File: config.mk
export PLATFORM = sky130hd
export DESIGN_NAME = adc_trigger_ctrl
export DESIGN_NICKNAME = d
export VERILOG_FILES = /design/src/common/adc_ctrl_pkg.sv /design/src/common/conv_if.sv /design/src/rtl/adc_trigger_ctrl.sv /design/src/rtl/conv_clock_gen.sv /design/src/rtl/sar_engine.sv
export SDC_FILE = /design/constraint.sdc
export NUM_CORES = 1
export LEC_CHECK = 0
export BUFFER_PORTS_ARGS = -buffer_cell sky130_fd_sc_hd__buf_2
export CAP_MARGIN = 20
export CORE_ASPECT_RATIO = 0.9
export CORE_MARGIN = 2
export CORE_UTILIZATION = 30
export CTS_CLUSTER_DIAMETER = 120
export DETAILED_ROUTE_END_ITERATION = 8
export PLACE_DENSITY_LB_ADDON = 0.15
export SYNTH_ARGS = -nofsm -noshare
export SYNTH_HDL_FRONTEND = slang
export SYNTH_SLANG_ARGS = --single-unit
File: constraint.sdc
create_clock -name mclk -period 8.75 [get_ports mclk]
set_clock_uncertainty 0.2 [all_clocks]
set_input_delay 1.75 -clock mclk [delete_from_list [all_inputs] [get_ports mclk]]
set_output_delay 1.75 -clock mclk [all_outputs]
set_load 0.01 [all_outputs]
File: src/common/adc_ctrl_pkg.sv
// Constants for the converter control block: register map, fields, codes
// Assumes an 8-bit register bus with a 3-bit byte address
package adc_ctrl_pkg;
    // Register offsets
    localparam logic [2:0] OFS_CTRL1 = 3'h0;
    localparam logic [2:0] OFS_CTRL2 = 3'h1;
    localparam logic [2:0] OFS_RESH = 3'h2;
    localparam logic [2:0] OFS_RESL = 3'h3;
    localparam logic [2:0] OFS_CMPH = 3'h4;
    localparam logic [2:0] OFS_CMPL = 3'h5;
    localparam logic [2:0] OFS_CFG = 3'h6;
    // Field positions
    localparam int DONE_BIT = 7;
    localparam int IRQEN_BIT = 6;
    localparam int CONT_BIT = 5;
    localparam int ACTIVE_BIT = 7;
    localparam int HWTRIG_BIT = 6;
    localparam int CMPEN_BIT = 5;
    localparam int CMPGE_BIT = 4;
    localparam int LOWPWR_BIT = 7;
    localparam int DIV_LSB = 5;
    localparam int LONG_BIT = 4;
    localparam int RES10_BIT = 2;
    localparam int SRC_LSB = 0;
    // Reset values
    localparam logic [7:0] CTRL1_RST = 8'h1f;
    localparam logic [7:0] CTRL2_RST = 8'h00;
    localparam logic [7:0] CFG_RST = 8'h00;
    localparam logic [9:0] CMP_RST = 10'h000;
    // Channel codes
    localparam int NUM_PINS = 12;
    localparam logic [4:0] CH_GND_FIRST = 5'h0c;
    localparam logic [4:0] CH_GND_LAST = 5'h14;
    localparam logic [4:0] CH_TEMP = 5'h1a;
    localparam logic [4:0] CH_BG = 5'h1b;
    localparam logic [4:0] CH_REFH = 5'h1d;
    localparam logic [4:0] CH_REFL = 5'h1e;
    localparam logic [4:0] CH_OFF = 5'h1f;
    // Power modes and clock sources
    localparam logic [1:0] PM_RUN = 2'h0;
    localparam logic [1:0] PM_WAIT = 2'h1;
    localparam logic [1:0] PM_STOP3 = 2'h2;
    localparam logic [1:0] PM_STOP2 = 2'h3;
    localparam logic [1:0] SRC_BUS = 2'h0;
    localparam logic [1:0] SRC_BUS2 = 2'h1;
    localparam logic [1:0] SRC_ALT = 2'h2;
    localparam logic [1:0] SRC_ASYNC = 2'h3;
    // Timing in conversion clock ticks
    localparam logic [4:0] SAMPLE_SHORT_CYC = 5'h04;
    localparam logic [4:0] SAMPLE_LONG_CYC = 5'h18;
    localparam logic [4:0] RES_BITS = 5'h0a;
endpackage

File: src/common/conv_if.sv
// Signals between control, conversion clock generator and SAR engine
// Assumes all three parts sit on mclk
`timescale 1ns/1ps
interface conv_if;
    logic tick;
    logic start;
    logic abort;
    logic long_sample;
    logic busy;
    logic done;
    logic [9:0] result;
    logic [9:0] dac;
    logic comp_hi;
    logic [1:0] src_sel;
    logic [1:0] div_sel;
    logic [1:0] power_mode;
    modport clkgen (input src_sel, input div_sel, input power_mode, output tick);
    modport engine (input tick, input start, input abort, input long_sample,
        input comp_hi, output busy, output done, output result, output dac);
    modport ctrl (output start, output abort, output long_sample, output comp_hi,
        output src_sel, output div_sel, output power_mode, input tick,
        input busy, input done, input result, input dac);
endinterface

File: src/rtl/adc_trigger_ctrl.sv
// Converter control: registers, channel decode, triggers, compare, flag
// Assumes a same-clock register master and an on-chip comparator on mclk
//
// Function
// - Codes 0x00-0x0b route twelve pins, 0x0c-0x14 route ground
// - 0x1a temp, 0x1b bandgap (needs buffer enable), 0x1d high, 0x1e low ref
// - Reserved codes convert normally with undefined result
// - All-ones code powers off, isolates inputs, ends continuous without extra conversion
// - Conversion clock from bus, bus/2, alternate or local async, then divided
// - Alternate clock keeps running conversions in wait
// - Alternate clock unusable in stop states
// - Hardware mode starts a conversion on a counter overflow; overflows while one is pending merge into it
// - Overflow trigger ignores the counter interrupt enable
// - Hardware trigger works in run, wait and shallow stop
// - Software picks software start or hardware trigger
// - Ten-bit conversion, ten or eight bit right-justified result
// - Single or continuous; single returns to idle by itself
// - Optional compare, less-than or greater-or-equal, gates the flag
// - Completion flag set on finish, drives interrupt when enabled
// - Configurable sample length and speed versus power
// - Conversions continue in wait, and in shallow stop on the local async clock only
// - Control one write aborts, and restarts in software mode unless code is all ones
// - Flag clears on control one write or low result read
`timescale 1ns/1ps
module adc_trigger_ctrl
    import adc_ctrl_pkg::*;
(
    // Clock and reset
    input wire logic mclk,
    input wire logic rst_n,
    // Register port
    input wire logic [2:0] addr,
    input wire logic [7:0] wdata,
    input wire logic wr_stb,
    input wire logic rd_stb,
    output logic [7:0] rdata,
    // System side
    input wire logic [1:0] power_mode,
    input wire logic bandgap_buffer_enable,
    input wire logic hw_trigger_input,
    input wire logic alternate_clock,
    input wire logic local_async_conv_clock,
    // Analog front end
    input wire logic comp_hi,
    output logic [9:0] dac_code,
    output logic [NUM_PINS-1:0] pin_sel,
    output logic gnd_sel,
    output logic temp_sel,
    output logic bandgap_sel,
    output logic refh_sel,
    output logic refl_sel,
    output logic conv_power,
    output logic low_power_bias,
    // Interrupt
    output logic irq
);
    conv_if cv ();

    logic [1:0] rst_pipe_ff;
    logic rst_sync_n;

    // Reset release through two stages; assertion stays asynchronous
    always_ff @(posedge mclk or negedge rst_n) begin
        if (!rst_n) begin
            rst_pipe_ff <= 2'b00;
        end else begin
            rst_pipe_ff <= {rst_pipe_ff[0], 1'b1};
        end
    end
    assign rst_sync_n = rst_pipe_ff[1];

    // Register state
    logic irq_en_ff, nxt_irq_en;
    logic cont_ff, nxt_cont;
    logic [4:0] ch_ff, nxt_ch;
    logic hw_mode_ff, nxt_hw_mode;
    logic cmp_en_ff, nxt_cmp_en;
    logic cmp_ge_ff, nxt_cmp_ge;
    logic [9:0] cmp_val_ff, nxt_cmp_val;
    logic [7:0] cfg_ff, nxt_cfg;
    logic [9:0] result_ff, nxt_result;
    logic done_ff, nxt_done;
    logic irq_ff, nxt_irq;
    logic [7:0] rdata_ff, nxt_rdata;

    // Trigger and start state
    logic [2:0] trig_ff, nxt_trig;
    logic pend_ff, nxt_pend;
    logic start_ff, nxt_start;

    // Decode state
    logic [NUM_PINS-1:0] pin_ff, nxt_pin;
    logic gnd_ff, nxt_gnd;
    logic temp_ff, nxt_temp;
    logic bg_ff, nxt_bg;
    logic refh_ff, nxt_refh;
    logic refl_ff, nxt_refl;
    logic power_ff, nxt_power;

    // Decoded strobes and helpers
    logic ctrl1_wr, resl_rd, run_ok, trig_edge;
    logic sw_go, hw_go, cont_go, flag_set, flag_clr, cmp_true;
    logic [4:0] ch_eff;
    logic [9:0] res_fmt;

    assign ctrl1_wr = wr_stb && (addr == OFS_CTRL1);
    assign resl_rd = rd_stb && (addr == OFS_RESL);
    // Nothing converts in the deepest stop state
    assign run_ok = power_mode != PM_STOP2;
    assign ch_eff = ctrl1_wr ? wdata[4:0] : ch_ff;
    // Stage 0 of the trigger pipe feeds only stage 1
    assign trig_edge = trig_ff[1] & ~trig_ff[2];

    // Eight-bit mode drops the two low bits and stays right-justified
    always_comb begin
        res_fmt = cfg_ff[RES10_BIT] ? cv.result : {2'b00, cv.result[9:2]};
        cmp_true = cmp_ge_ff ? (res_fmt >= cmp_val_ff) : (res_fmt < cmp_val_ff);
    end

    // Start sources; software write wins the abort it also causes
    always_comb begin
        sw_go = ctrl1_wr && !hw_mode_ff && (wdata[4:0] != CH_OFF) && run_ok;
        hw_go = pend_ff && !cv.busy && !start_ff && hw_mode_ff && (ch_eff != CH_OFF)
            && !ctrl1_wr && run_ok;
        cont_go = cv.done && cont_ff && (ch_eff != CH_OFF) && !ctrl1_wr && run_ok;
        nxt_trig = {trig_ff[1:0], hw_trigger_input};
        nxt_start = sw_go || hw_go || cont_go;
        // A pending overflow survives a busy engine; further overflows before it starts merge into it
        nxt_pend = (trig_edge && hw_mode_ff) || (pend_ff && !hw_go);
        if (!hw_mode_ff) begin
            nxt_pend = 1'b0;
        end
    end

    // Start and trigger registers
    always_ff @(posedge mclk or negedge rst_sync_n) begin
        if (!rst_sync_n) begin
            trig_ff <= 3'h0;
            pend_ff <= 1'b0;
            start_ff <= 1'b0;
        end else begin
            trig_ff <= nxt_trig;
            pend_ff <= nxt_pend;
            start_ff <= nxt_start;
        end
    end

    // Software writes; reserved bits are dropped
    always_comb begin
        nxt_irq_en = irq_en_ff;
        nxt_cont = cont_ff;
        nxt_ch = ch_ff;
        nxt_hw_mode = hw_mode_ff;
        nxt_cmp_en = cmp_en_ff;
        nxt_cmp_ge = cmp_ge_ff;
        nxt_cmp_val = cmp_val_ff;
        nxt_cfg = cfg_ff;
        if (wr_stb) begin
            case (addr)
                OFS_CTRL1: begin
                    nxt_irq_en = wdata[IRQEN_BIT];
                    nxt_cont = wdata[CONT_BIT];
                    nxt_ch = wdata[4:0];
                end
                OFS_CTRL2: begin
                    nxt_hw_mode = wdata[HWTRIG_BIT];
                    nxt_cmp_en = wdata[CMPEN_BIT];
                    nxt_cmp_ge = wdata[CMPGE_BIT];
                end
                OFS_CMPH: nxt_cmp_val = {wdata[1:0], cmp_val_ff[7:0]};
                OFS_CMPL: nxt_cmp_val = {cmp_val_ff[9:8], wdata};
                OFS_CFG: nxt_cfg = {wdata[7:4], 1'b0, wdata[RES10_BIT], wdata[1:0]};
                default: nxt_cfg = cfg_ff;
            endcase
        end
    end

    // Control registers
    always_ff @(posedge mclk or negedge rst_sync_n) begin
        if (!rst_sync_n) begin
            irq_en_ff <= CTRL1_RST[IRQEN_BIT];
            cont_ff <= CTRL1_RST[CONT_BIT];
            ch_ff <= CTRL1_RST[4:0];
            hw_mode_ff <= CTRL2_RST[HWTRIG_BIT];
            cmp_en_ff <= CTRL2_RST[CMPEN_BIT];
            cmp_ge_ff <= CTRL2_RST[CMPGE_BIT];
            cmp_val_ff <= CMP_RST;
            cfg_ff <= CFG_RST;
        end else begin
            irq_en_ff <= nxt_irq_en;
            cont_ff <= nxt_cont;
            ch_ff <= nxt_ch;
            hw_mode_ff <= nxt_hw_mode;
            cmp_en_ff <= nxt_cmp_en;
            cmp_ge_ff <= nxt_cmp_ge;
            cmp_val_ff <= nxt_cmp_val;
            cfg_ff <= nxt_cfg;
        end
    end

    // Completion flag: a finish in the clearing cycle still sets it
    always_comb begin
        flag_set = cv.done && (!cmp_en_ff || cmp_true);
        flag_clr = ctrl1_wr || resl_rd;
        nxt_done = flag_set || (done_ff && !flag_clr);
        nxt_result = flag_set ? res_fmt : result_ff;
        nxt_irq = nxt_done && nxt_irq_en;
    end

    // Read port: data valid in the cycle after the strobe only
    always_comb begin
        nxt_rdata = 8'h00;
        if (rd_stb) begin
            case (addr)
                OFS_CTRL1: nxt_rdata = {done_ff, irq_en_ff, cont_ff, ch_ff};
                OFS_CTRL2: nxt_rdata = {cv.busy, hw_mode_ff, cmp_en_ff, cmp_ge_ff, 4'h0};
                OFS_RESH: nxt_rdata = {6'h00, result_ff[9:8]};
                OFS_RESL: nxt_rdata = result_ff[7:0];
                OFS_CMPH: nxt_rdata = {6'h00, cmp_val_ff[9:8]};
                OFS_CMPL: nxt_rdata = cmp_val_ff[7:0];
                OFS_CFG: nxt_rdata = cfg_ff;
                default: nxt_rdata = 8'h00;
            endcase
        end
    end

    // Status and read registers
    always_ff @(posedge mclk or negedge rst_sync_n) begin
        if (!rst_sync_n) begin
            done_ff <= 1'b0;
            result_ff <= 10'h000;
            irq_ff <= 1'b0;
            rdata_ff <= 8'h00;
        end else begin
            done_ff <= nxt_done;
            result_ff <= nxt_result;
            irq_ff <= nxt_irq;
            rdata_ff <= nxt_rdata;
        end
    end

    // Pin routes, one per external channel code
    genvar gi;
    generate
        for (gi = 0; gi < NUM_PINS; gi++) begin : g_pin
            assign nxt_pin[gi] = ch_ff == 5'(gi);
        end
    endgenerate

    // Internal routes; reserved codes route nothing yet still convert
    always_comb begin
        nxt_gnd = (ch_ff >= CH_GND_FIRST) && (ch_ff <= CH_GND_LAST);
        nxt_temp = ch_ff == CH_TEMP;
        nxt_bg = (ch_ff == CH_BG) && bandgap_buffer_enable;
        nxt_refh = ch_ff == CH_REFH;
        nxt_refl = ch_ff == CH_REFL;
        // Off between conversions saves power; the all-ones code keeps it off
        nxt_power = (ch_ff != CH_OFF) && (cv.busy || start_ff) && run_ok;
    end

    // Decode registers
    always_ff @(posedge mclk or negedge rst_sync_n) begin
        if (!rst_sync_n) begin
            pin_ff <= '0;
            gnd_ff <= 1'b0;
            temp_ff <= 1'b0;
            bg_ff <= 1'b0;
            refh_ff <= 1'b0;
            refl_ff <= 1'b0;
            power_ff <= 1'b0;
        end else begin
            pin_ff <= nxt_pin;
            gnd_ff <= nxt_gnd;
            temp_ff <= nxt_temp;
            bg_ff <= nxt_bg;
            refh_ff <= nxt_refh;
            refl_ff <= nxt_refl;
            power_ff <= nxt_power;
        end
    end

    // Interface drive toward the clock generator and engine
    assign cv.start = start_ff;
    // Abort in the write cycle itself, so no stale finish can follow the write
    assign cv.abort = ctrl1_wr;
    assign cv.long_sample = cfg_ff[LONG_BIT];
    assign cv.comp_hi = comp_hi;
    assign cv.src_sel = cfg_ff[SRC_LSB +: 2];
    assign cv.div_sel = cfg_ff[DIV_LSB +: 2];
    assign cv.power_mode = power_mode;

    conv_clock_gen u_clk (
        .mclk(mclk),
        .rst_sync_n(rst_sync_n),
        .alternate_clock(alternate_clock),
        .local_async_conv_clock(local_async_conv_clock),
        .cv(cv)
    );

    sar_engine u_sar (
        .mclk(mclk),
        .rst_sync_n(rst_sync_n),
        .cv(cv)
    );

    // Outputs
    assign rdata = rdata_ff;
    assign dac_code = cv.dac;
    assign pin_sel = pin_ff;
    assign gnd_sel = gnd_ff;
    assign temp_sel = temp_ff;
    assign bandgap_sel = bg_ff;
    assign refh_sel = refh_ff;
    assign refl_sel = refl_ff;
    assign conv_power = power_ff;
    assign low_power_bias = cfg_ff[LOWPWR_BIT];
    assign irq = irq_ff;
endmodule

File: src/rtl/conv_clock_gen.sv
// Conversion clock tick: source select, power gating, divide by 1/2/4/8
// Assumes the alternate and local async clocks are far slower than mclk
`timescale 1ns/1ps
module conv_clock_gen
    import adc_ctrl_pkg::*;
(
    // Clock and reset
    input wire logic mclk,
    input wire logic rst_sync_n,
    // Raw clock pins
    input wire logic alternate_clock,
    input wire logic local_async_conv_clock,
    // Control side
    conv_if.clkgen cv
);
    logic [2:0] alt_ff, nxt_alt, asy_ff, nxt_asy, cnt_ff, nxt_cnt, lim;
    logic half_ff, nxt_half, tick_ff, nxt_tick, raw, ok;

    // Source edges and divider; stage 0 of each pipe feeds only stage 1
    always_comb begin
        nxt_alt = {alt_ff[1:0], alternate_clock};
        nxt_asy = {asy_ff[1:0], local_async_conv_clock};
        nxt_half = ~half_ff;
        raw = 1'b0;
        ok = 1'b0;
        case (cv.src_sel)
            SRC_BUS: begin
                raw = 1'b1;
                ok = (cv.power_mode == PM_RUN) || (cv.power_mode == PM_WAIT);
            end
            SRC_BUS2: begin
                raw = half_ff;
                ok = (cv.power_mode == PM_RUN) || (cv.power_mode == PM_WAIT);
            end
            SRC_ALT: begin
                raw = alt_ff[1] & ~alt_ff[2];
                ok = (cv.power_mode == PM_RUN) || (cv.power_mode == PM_WAIT);
            end
            default: begin
                raw = asy_ff[1] & ~asy_ff[2];
                ok = cv.power_mode != PM_STOP2;
            end
        endcase
        case (cv.div_sel)
            2'h0: lim = 3'h0;
            2'h1: lim = 3'h1;
            2'h2: lim = 3'h3;
            default: lim = 3'h7;
        endcase
        nxt_cnt = cnt_ff;
        nxt_tick = 1'b0;
        if (raw && ok) begin
            nxt_tick = cnt_ff >= lim;
            nxt_cnt = (cnt_ff >= lim) ? 3'h0 : cnt_ff + 3'h1;
        end
    end

    // Registers only
    always_ff @(posedge mclk or negedge rst_sync_n) begin
        if (!rst_sync_n) begin
            alt_ff <= 3'h0;
            asy_ff <= 3'h0;
            cnt_ff <= 3'h0;
            half_ff <= 1'b0;
            tick_ff <= 1'b0;
        end else begin
            alt_ff <= nxt_alt;
            asy_ff <= nxt_asy;
            cnt_ff <= nxt_cnt;
            half_ff <= nxt_half;
            tick_ff <= nxt_tick;
        end
    end
    assign cv.tick = tick_ff;
endmodule

File: src/rtl/sar_engine.sv
// Successive approximation sequencer: sample phase then one bit per tick
// Assumes comp_hi settles within one mclk of a dac change
`timescale 1ns/1ps
module sar_engine
    import adc_ctrl_pkg::*;
(
    // Clock and reset
    input wire logic mclk,
    input wire logic rst_sync_n,
    // Control side
    conv_if.engine cv
);
    typedef enum logic [2:0] {ST_IDLE = 3'b001, ST_SAMPLE = 3'b010, ST_CONV = 3'b100} sar_state_e;
    sar_state_e state_ff, nxt_state;
    logic [4:0] cnt_ff, nxt_cnt, last;
    logic [9:0] sar_ff, nxt_sar, res_ff, nxt_res, trial;
    logic done_ff, nxt_done;

    // Start restarts even a busy engine, so an abort with start is a restart
    always_comb begin
        nxt_state = state_ff;
        nxt_cnt = cnt_ff;
        nxt_sar = sar_ff;
        nxt_res = res_ff;
        nxt_done = 1'b0;
        trial = sar_ff;
        trial[cnt_ff[3:0]] = cv.comp_hi;
        last = (cv.long_sample ? SAMPLE_LONG_CYC : SAMPLE_SHORT_CYC) - 5'h01;
        if (cv.start) begin
            nxt_state = ST_SAMPLE;
            nxt_cnt = 5'h00;
            nxt_sar = 10'h000;
        end else if (cv.abort) begin
            nxt_state = ST_IDLE;
        end else begin
            case (state_ff)
                ST_IDLE: nxt_state = ST_IDLE;
                ST_SAMPLE: if (cv.tick) begin
                    nxt_cnt = (cnt_ff == last) ? RES_BITS - 5'h01 : cnt_ff + 5'h01;
                    nxt_sar = (cnt_ff == last) ? 10'h200 : sar_ff;
                    nxt_state = (cnt_ff == last) ? ST_CONV : ST_SAMPLE;
                end
                ST_CONV: if (cv.tick) begin
                    nxt_sar = trial;
                    if (cnt_ff == 5'h00) begin
                        nxt_res = trial;
                        nxt_done = 1'b1;
                        nxt_state = ST_IDLE;
                    end else begin
                        nxt_sar[cnt_ff[3:0] - 4'h1] = 1'b1;
                        nxt_cnt = cnt_ff - 5'h01;
                    end
                end
                default: nxt_state = ST_IDLE;
            endcase
        end
    end

    // Registers only
    always_ff @(posedge mclk or negedge rst_sync_n) begin
        if (!rst_sync_n) begin
            state_ff <= ST_IDLE;
            cnt_ff <= 5'h00;
            sar_ff <= 10'h000;
            res_ff <= 10'h000;
            done_ff <= 1'b0;
        end else begin
            state_ff <= nxt_state;
            cnt_ff <= nxt_cnt;
            sar_ff <= nxt_sar;
            res_ff <= nxt_res;
            done_ff <= nxt_done;
        end
    end
    assign cv.busy = state_ff != ST_IDLE;
    assign cv.done = done_ff;
    assign cv.result = res_ff;
    assign cv.dac = sar_ff;
endmodule

==> results of run 1 <==
==> critical path, delay by kind of cell <==
family                 cells  cell delay, ps
and+or+nand+nor            2            1050
AOI/OAI and AO/OA          2             490
muxes                      1             430
buffers and inverters      1             230
==> path summary, 6_finish.rpt <==
| path | cells past startpoint | to | from | slack [ps] |
|---|---|---|---|---|
| max | 6 | pend_ff | addr[1] | 4810 |
| min | 0 | u_clk.alt_ff[1] | u_clk.alt_ff[0] | 150 |
| max reg2reg | 8 | result_ff[9] | cfg_ff[2] | 5530 |
| min reg2reg | 0 | u_clk.alt_ff[1] | u_clk.alt_ff[0] | 150 |
| max in group asynchronous | 1 | u_sar.cv.result[4] | rst_pipe_ff[1] | 6940 |
| min in group asynchronous | 0 | refh_sel | rst_pipe_ff[1] | 210 |
==> cells in the final DEF, fill, tap and decap left out, drive strengths merged, types with 11 or more instances in the layout <==
master and count:
ha 18, nor3 15, nor2b 12, buf 61
nand3 11, nor2 35, nand2b 13, mux2 47
a21oi 28, inv 29, dfrtp 106, nand2 49
o21ai 32
==> layout make-up <==
type	count	area [um2]	share of cell area, %
Inverter	25	93.84	1.460
Tap cell	245	306.5	4.768
Sequential cell	112	2814	43.77
Multi-Input combinational cell	362	2599	40.42
Clock inverter	7	80.08	1.246
Timing Repair Buffer	61	310.3	4.827
Clock buffer	9	225.2	3.503
==> logic make-up after synthesis <==
logic type / after synthesis / share of synthesized area, %
AO/OA/AOI/OAI: 117 / 14.79
AND/OR/NAND/NOR: 169 / 15.78
flip-flops: 112 / 50.19
adder cells (fa/ha/maj): 18 / 4.022
multiplexers: 56 / 11.60
XOR/XNOR: 1 / 0.1565
other: 1 / 0.06697
buffers and inverters: 47 / 3.397
==> sequential cells by signal, summed over array words and instances (netlist names), 5 cells and up <==
signal,count
pin_sel,12
cmp_val_ff,10
result_ff,10
u_sar.cv.dac,10
u_sar.cv.result,10
rdata,8
cfg_ff,7
ch_ff,5
u_sar.cnt_ff,5
==> power groups by stage <==
stage	clock network (mW)	registers (mW)	logic, mW
finish	0.416	0.666	0.282
global route	0.456	0.680	0.323
CTS	0.434	0.665	0.282
detailed placement	0	0.675	0.280
global placement	0	0.675	0.278
floorplan	0	0.632	0.224
==> per-layer routing <==
metal | vias to the layer above | track usage [%] | part of all wire [%]
li1 | 1962 | - | -
met1 | 2048 | 22.17 | 50
met2 | 85 | 22.63 | 46
met3 | 17 | 3.253 | 3.6
met4 | 0 | 4.074 | 1.0
met5 | - | 0 | 0
==> stage by stage <==
stage	util, %	setup slack, ps	std cells	area, um2	hold slack (ps)
final	35.04	4809	821	6429	152.8
after global routing	35.04	4707	821	6429	161.4
after CTS	35.04	4830	821	6429	156.8
after detailed placement	33.37	4440	805	6123	136.4
after global placement	33.37	4493	805	6123	135.2
after floorplan	-	5209	521	5599	131.2
==> results.yml, run 1 <==
detailed_routing:
  totalWireLength_um: 14000
  wire_per_inst_um: 17.05
  antenna_left: 0
  drt_iter0_drc: 286
  route.vias.total: 4112
  drt-pass1-iter-count: 5
  drc: 0
  viasPerCell: 5.009
critical_path:
  crit_type: "primary input to flop"
  worstPathCellList: "buf_2 -> nor4b_4 -> mux2_2 -> nor2b_1 -> a311oi_1 -> a31oi_1"
  crit_slowest_cell: "nor4b_4"
  cp_data_required_time_ps: 8770
  max_stage_delay_ps: 920
  crit_path_max_fanout: 21
  cp_data_arrival_time_ps: 3960
  cp-start-kind: "primary input"
  end_kind: "flop"
run:
  maxCapViolCount: 0
placement:
  gp_congestion: 0.8721
  place.port_buffers: 59
  dp_hpwl_um: 10260
yosys:
  ys_types: 74
  synth_area_um2: 5599
  postSynthCellCount: 521
  synthTopCellsByCount: "106 x dfrtp_1, 48 x nand2_1, 35 x nor2_1"
  netlist.area_leader.share_pct: 47.37
  synthTopCellsByArea: "dfrtp_1 47%, mux2_2 5.0%, ha_1 4.0%"
  synth_nets: 561
  ys.flop_type: "dfrtp_1"
  synth-edff-count: 0
  synth_most_common_cell: "dfrtp_1"
  postSynth.asyncResetShare_pct: 100.0
  synth_area_leader_cell: "dfrtp_1"
  synth_area_per_cell_um2: 10.75
  synth_warnings: 0
  ys_seq_elements: 112
  yosysSeqAreaShare_pct: 50.19
final_layout:
  drive_above_1_share_pct: 23.26
  fin_nets: 611
  area_growth_pct: 14.82
  nFillCells: 1901
  insertedDiodeCount: 0
timing:
  worstMarginPinSlew_ps: 988.3
  grt_setup_unrepaired: "no"
  min_period_ps: 3941
  final_max_slew_viol_count: 0
  hold_viol_final: 0
  fmax_ghz: 0.2537
  setup_viol: 0
  final.setup.tns_ps: 0
  maxSlewHeadroom_pct: 33.84
  period_share_pct: 45.04
global_routing:
  grt_overflow: 0
  grt_start_max_net_pins: 61
  grt_first_pass_wirelength_um: 23270
  antenna_found_initial: 0
  grt.total_usage_pct: 15.13
  grt_pass1_vias: 4139
clock_tree:
  clockBufferDepth: 2
  h-tree-depth: 3
  cts_tree: "done"
  cts_hold_buffers: 0
  cts_setup_buffers: 0
  cts_sinks: 112
  clkTransAtPathRegs_ps: 80
  cts_buffers: 9
  cts_resized: 0
  cts_root_buf: "clkbuf_16"
  clk_latency_ps: 360
worst_hold_path:
  worstHoldPathType: "flop to flop"
status:
  outcome: "finished clean"
floorplan:
  core_region_area_um2: 18350
  start_util_pct: 30.52
  die-area_um2: 19770
  core.rowCount: 47
  ios: 60
  fp.dieH_um: 133.6
  die_w_um: 148.0
power:
  ir_drop_uv: 100.1
  combPwrFrac_pct: 20.7
  swShare_pct: 33.78
  power.share.sequential_pct: 48.8
  p_int_mw: 0.9032
  power_density_nw_per_um2: 212.2
  p_sw_mw: 0.4607
  power.total_mw: 1.364
  p_leak_nw: 2.974
  p_clk_share_pct: 30.5
Note: power is estimated with default switching activity, not from simulation.
==> run 2, diff against run 1 <==
==> constraint.sdc (replaced) <==
create_clock -name mclk -period 3.35 [get_ports mclk]
set_clock_uncertainty 0.2 [all_clocks]
set_input_delay 0.67 -clock mclk [delete_from_list [all_inputs] [get_ports mclk]]
set_output_delay 0.67 -clock mclk [all_outputs]
set_load 0.01 [all_outputs]
==> run 2 against run 1 <==
Effect of this change: sequential share of layout area down 0.24 points; register-to-register slack worse by 5300 ps; critical path depth up 2; utilization up 0.19 points; routed wire length down 1.2%; sequential power rose to 2.6 times the previous value; largest cell class unchanged; largest power group unchanged.
==> results.yml, run 2 (synthesized netlist as in run 1, its figures left out) <==
detailed_routing:
  totalWireLength_um: 13840
  wire_per_inst_um: 16.77
  antenna_left: 0
  drt_iter0_drc: 315
  route.vias.total: 4103
  drt-pass1-iter-count: 5
  drc: 0
  viasPerCell: 4.973
floorplan:
  die_w_um: 148.0
  die-area_um2: 19770
  core_region_area_um2: 18350
  ios: 60
  start_util_pct: 30.52
  core.rowCount: 47
  fp.dieH_um: 133.6
power:
  ir_drop_uv: 251.2
  p_int_mw: 2.360
  power.share.sequential_pct: 48.4
  p_clk_share_pct: 30.7
  p_sw_mw: 1.195
  p_leak_nw: 2.991
  combPwrFrac_pct: 20.9
  swShare_pct: 33.61
  power.total_mw: 3.555
  power_density_nw_per_um2: 550.0
final_layout:
  fin_nets: 615
  insertedDiodeCount: 0
  largest_reg_flops: 12
  layout_common_cells: "105 x dfrtp_1, 59 x buf_2, 48 x nand2_1"
  multiInputGateArea_um2: 2599
  area_growth_pct: 15.44
  final_common_cell: "dfrtp_1"
  drive_above_1_share_pct: 23.62
  ff_latch_area_um2: 2814
  nFillCells: 1867
  finish.instance_area_um2: 6464
timing:
  hold_viol_final: 0
  maxSlewHeadroom_pct: 50.69
  period_share_pct: 94.59
  setup_viol: 0
  final.setup.tns_ps: 0
  min_period_ps: 3169
  fmax_ghz: 0.3156
  hold_ws_ps: 151.8
  grt_setup_unrepaired: "no"
  final_max_slew_viol_count: 0
  worstMarginPinSlew_ps: 739.6
global_routing:
  grt.total_usage_pct: 14.73
  grt_overflow: 0
  grt_pass1_vias: 4102
  antenna_found_initial: 0
  grt_start_max_net_pins: 57
  grt_first_pass_wirelength_um: 22750
critical_path:
  r2r_end: "result_ff[9]"
  cp-start-kind: "flop"
  crit_type: "flop to flop"
  end_kind: "flop"
  crit_path_max_fanout: 12
  cp_data_required_time_ps: 3400
  r2r_start: "cfg_ff[2]"
  ff2ff_setup_slack_ps: 180
  cp_data_arrival_time_ps: 3220
  worst-r2r-cell-count: 8
clock_tree:
  clockBufferDepth: 2
  clkTransAtPathRegs_ps: 80
  cts_root_buf: "clkbuf_16"
  cts_buffers: 9
  h-tree-depth: 3
  cts_tree: "done"
  cts_sinks: 112
  clk_latency_ps: 360
worst_hold_path:
  min_path_cells: 0
  holdPathEnd: "rst_pipe_ff[1]"
  worstHoldPathType: "flop to flop"
  hold_start: "rst_pipe_ff[0]"
placement:
  gp_congestion: 0.8342
  placed_area_um2: 6158
  place.port_buffers: 59
  dp_hpwl_um: 10380
run:
  maxCapViolCount: 0
status:
  outcome: "finished clean"
run 2: cell types whose count changed in the layout (fill, tap and decap cells not counted):
cell and delta:
inv_6 +1, dlygate4sd3_1 +1, clkinvlp_4 +1, inv_8 +1
clkinv_2 -1, buf_4 +2, clkinv_8 -2, buf_12 +1
run 2: layout make-up:
cell class	instances	area share [%]
Sequential cell	112	43.53
Multi-Input combinational cell	362	40.21
Timing Repair Buffer	65	5.497
Tap cell	245	4.743
Clock buffer	9	3.484
Inverter	25	1.452
Clock inverter	7	1.084
run 2: worst max-delay path by stage:
stage / startpoint / endpoint / slack [ps] / cells past startpoint
floorplan: cfg_ff[2] / result_ff[1] / 270 / 9
finish: cfg_ff[2] / result_ff[9] / 180 / 8
detailed placement: cfg_ff[2] / result_ff[9] / 200 / 8
global placement: cfg_ff[2] / result_ff[9] / 270 / 8
global route: cfg_ff[2] / result_ff[9] / 20 / 8
CTS: cfg_ff[2] / result_ff[9] / 170 / 8
run 2: power groups by stage:
stage	Combinational (mW)	Clock, mW	Sequential (mW)
4_1_cts	0.748	1.13	1.72
3_5_place_dp	0.742	0	1.75
2_1_floorplan	0.585	0	1.65
3_3_place_gp	0.736	0	1.74
6_report	0.743	1.09	1.72
5_1_grt	0.849	1.18	1.75
run 2: what timing repair did:
item	CTS	global route
hold buffers	1	0
buffers inserted	0	0
hold endpoints to repair	2	0
gates resized for setup	0	0
run 2: per-layer routing:
metal	global-route usage (%)	routed length (um)	part of all wire (%)	vias up
met4	4.074	212	1.5	0
met3	3.630	621	4.5	15
li1	-	-	-	1982
met1	21.62	6853	50	2023
met2	21.60	6147	44	83
met5	0	0	0	-
run 2: critical path: stages (launching register included):
cell,delay [ps]
dfrtp_1,630
mux2_2,410
ha_1,320
a21oi_2,160
o21ai_2,80
a2111oi_4,430
mux2i_1,230
buf_4,250
mux2_1,340
run 2: through the flow:
| stage | setup slack [ps] | utilization (%) | instances |
|---|---|---|---|
| floorplan | 271.7 | - | 521 |
| CTS | 166.4 | 35.23 | 825 |
| finish | 181.4 | 35.23 | 825 |
| detailed placement | 199.6 | 33.57 | 808 |
| global placement | 270.4 | 33.57 | 808 |
| global route | 24.23 | 35.23 | 825 |
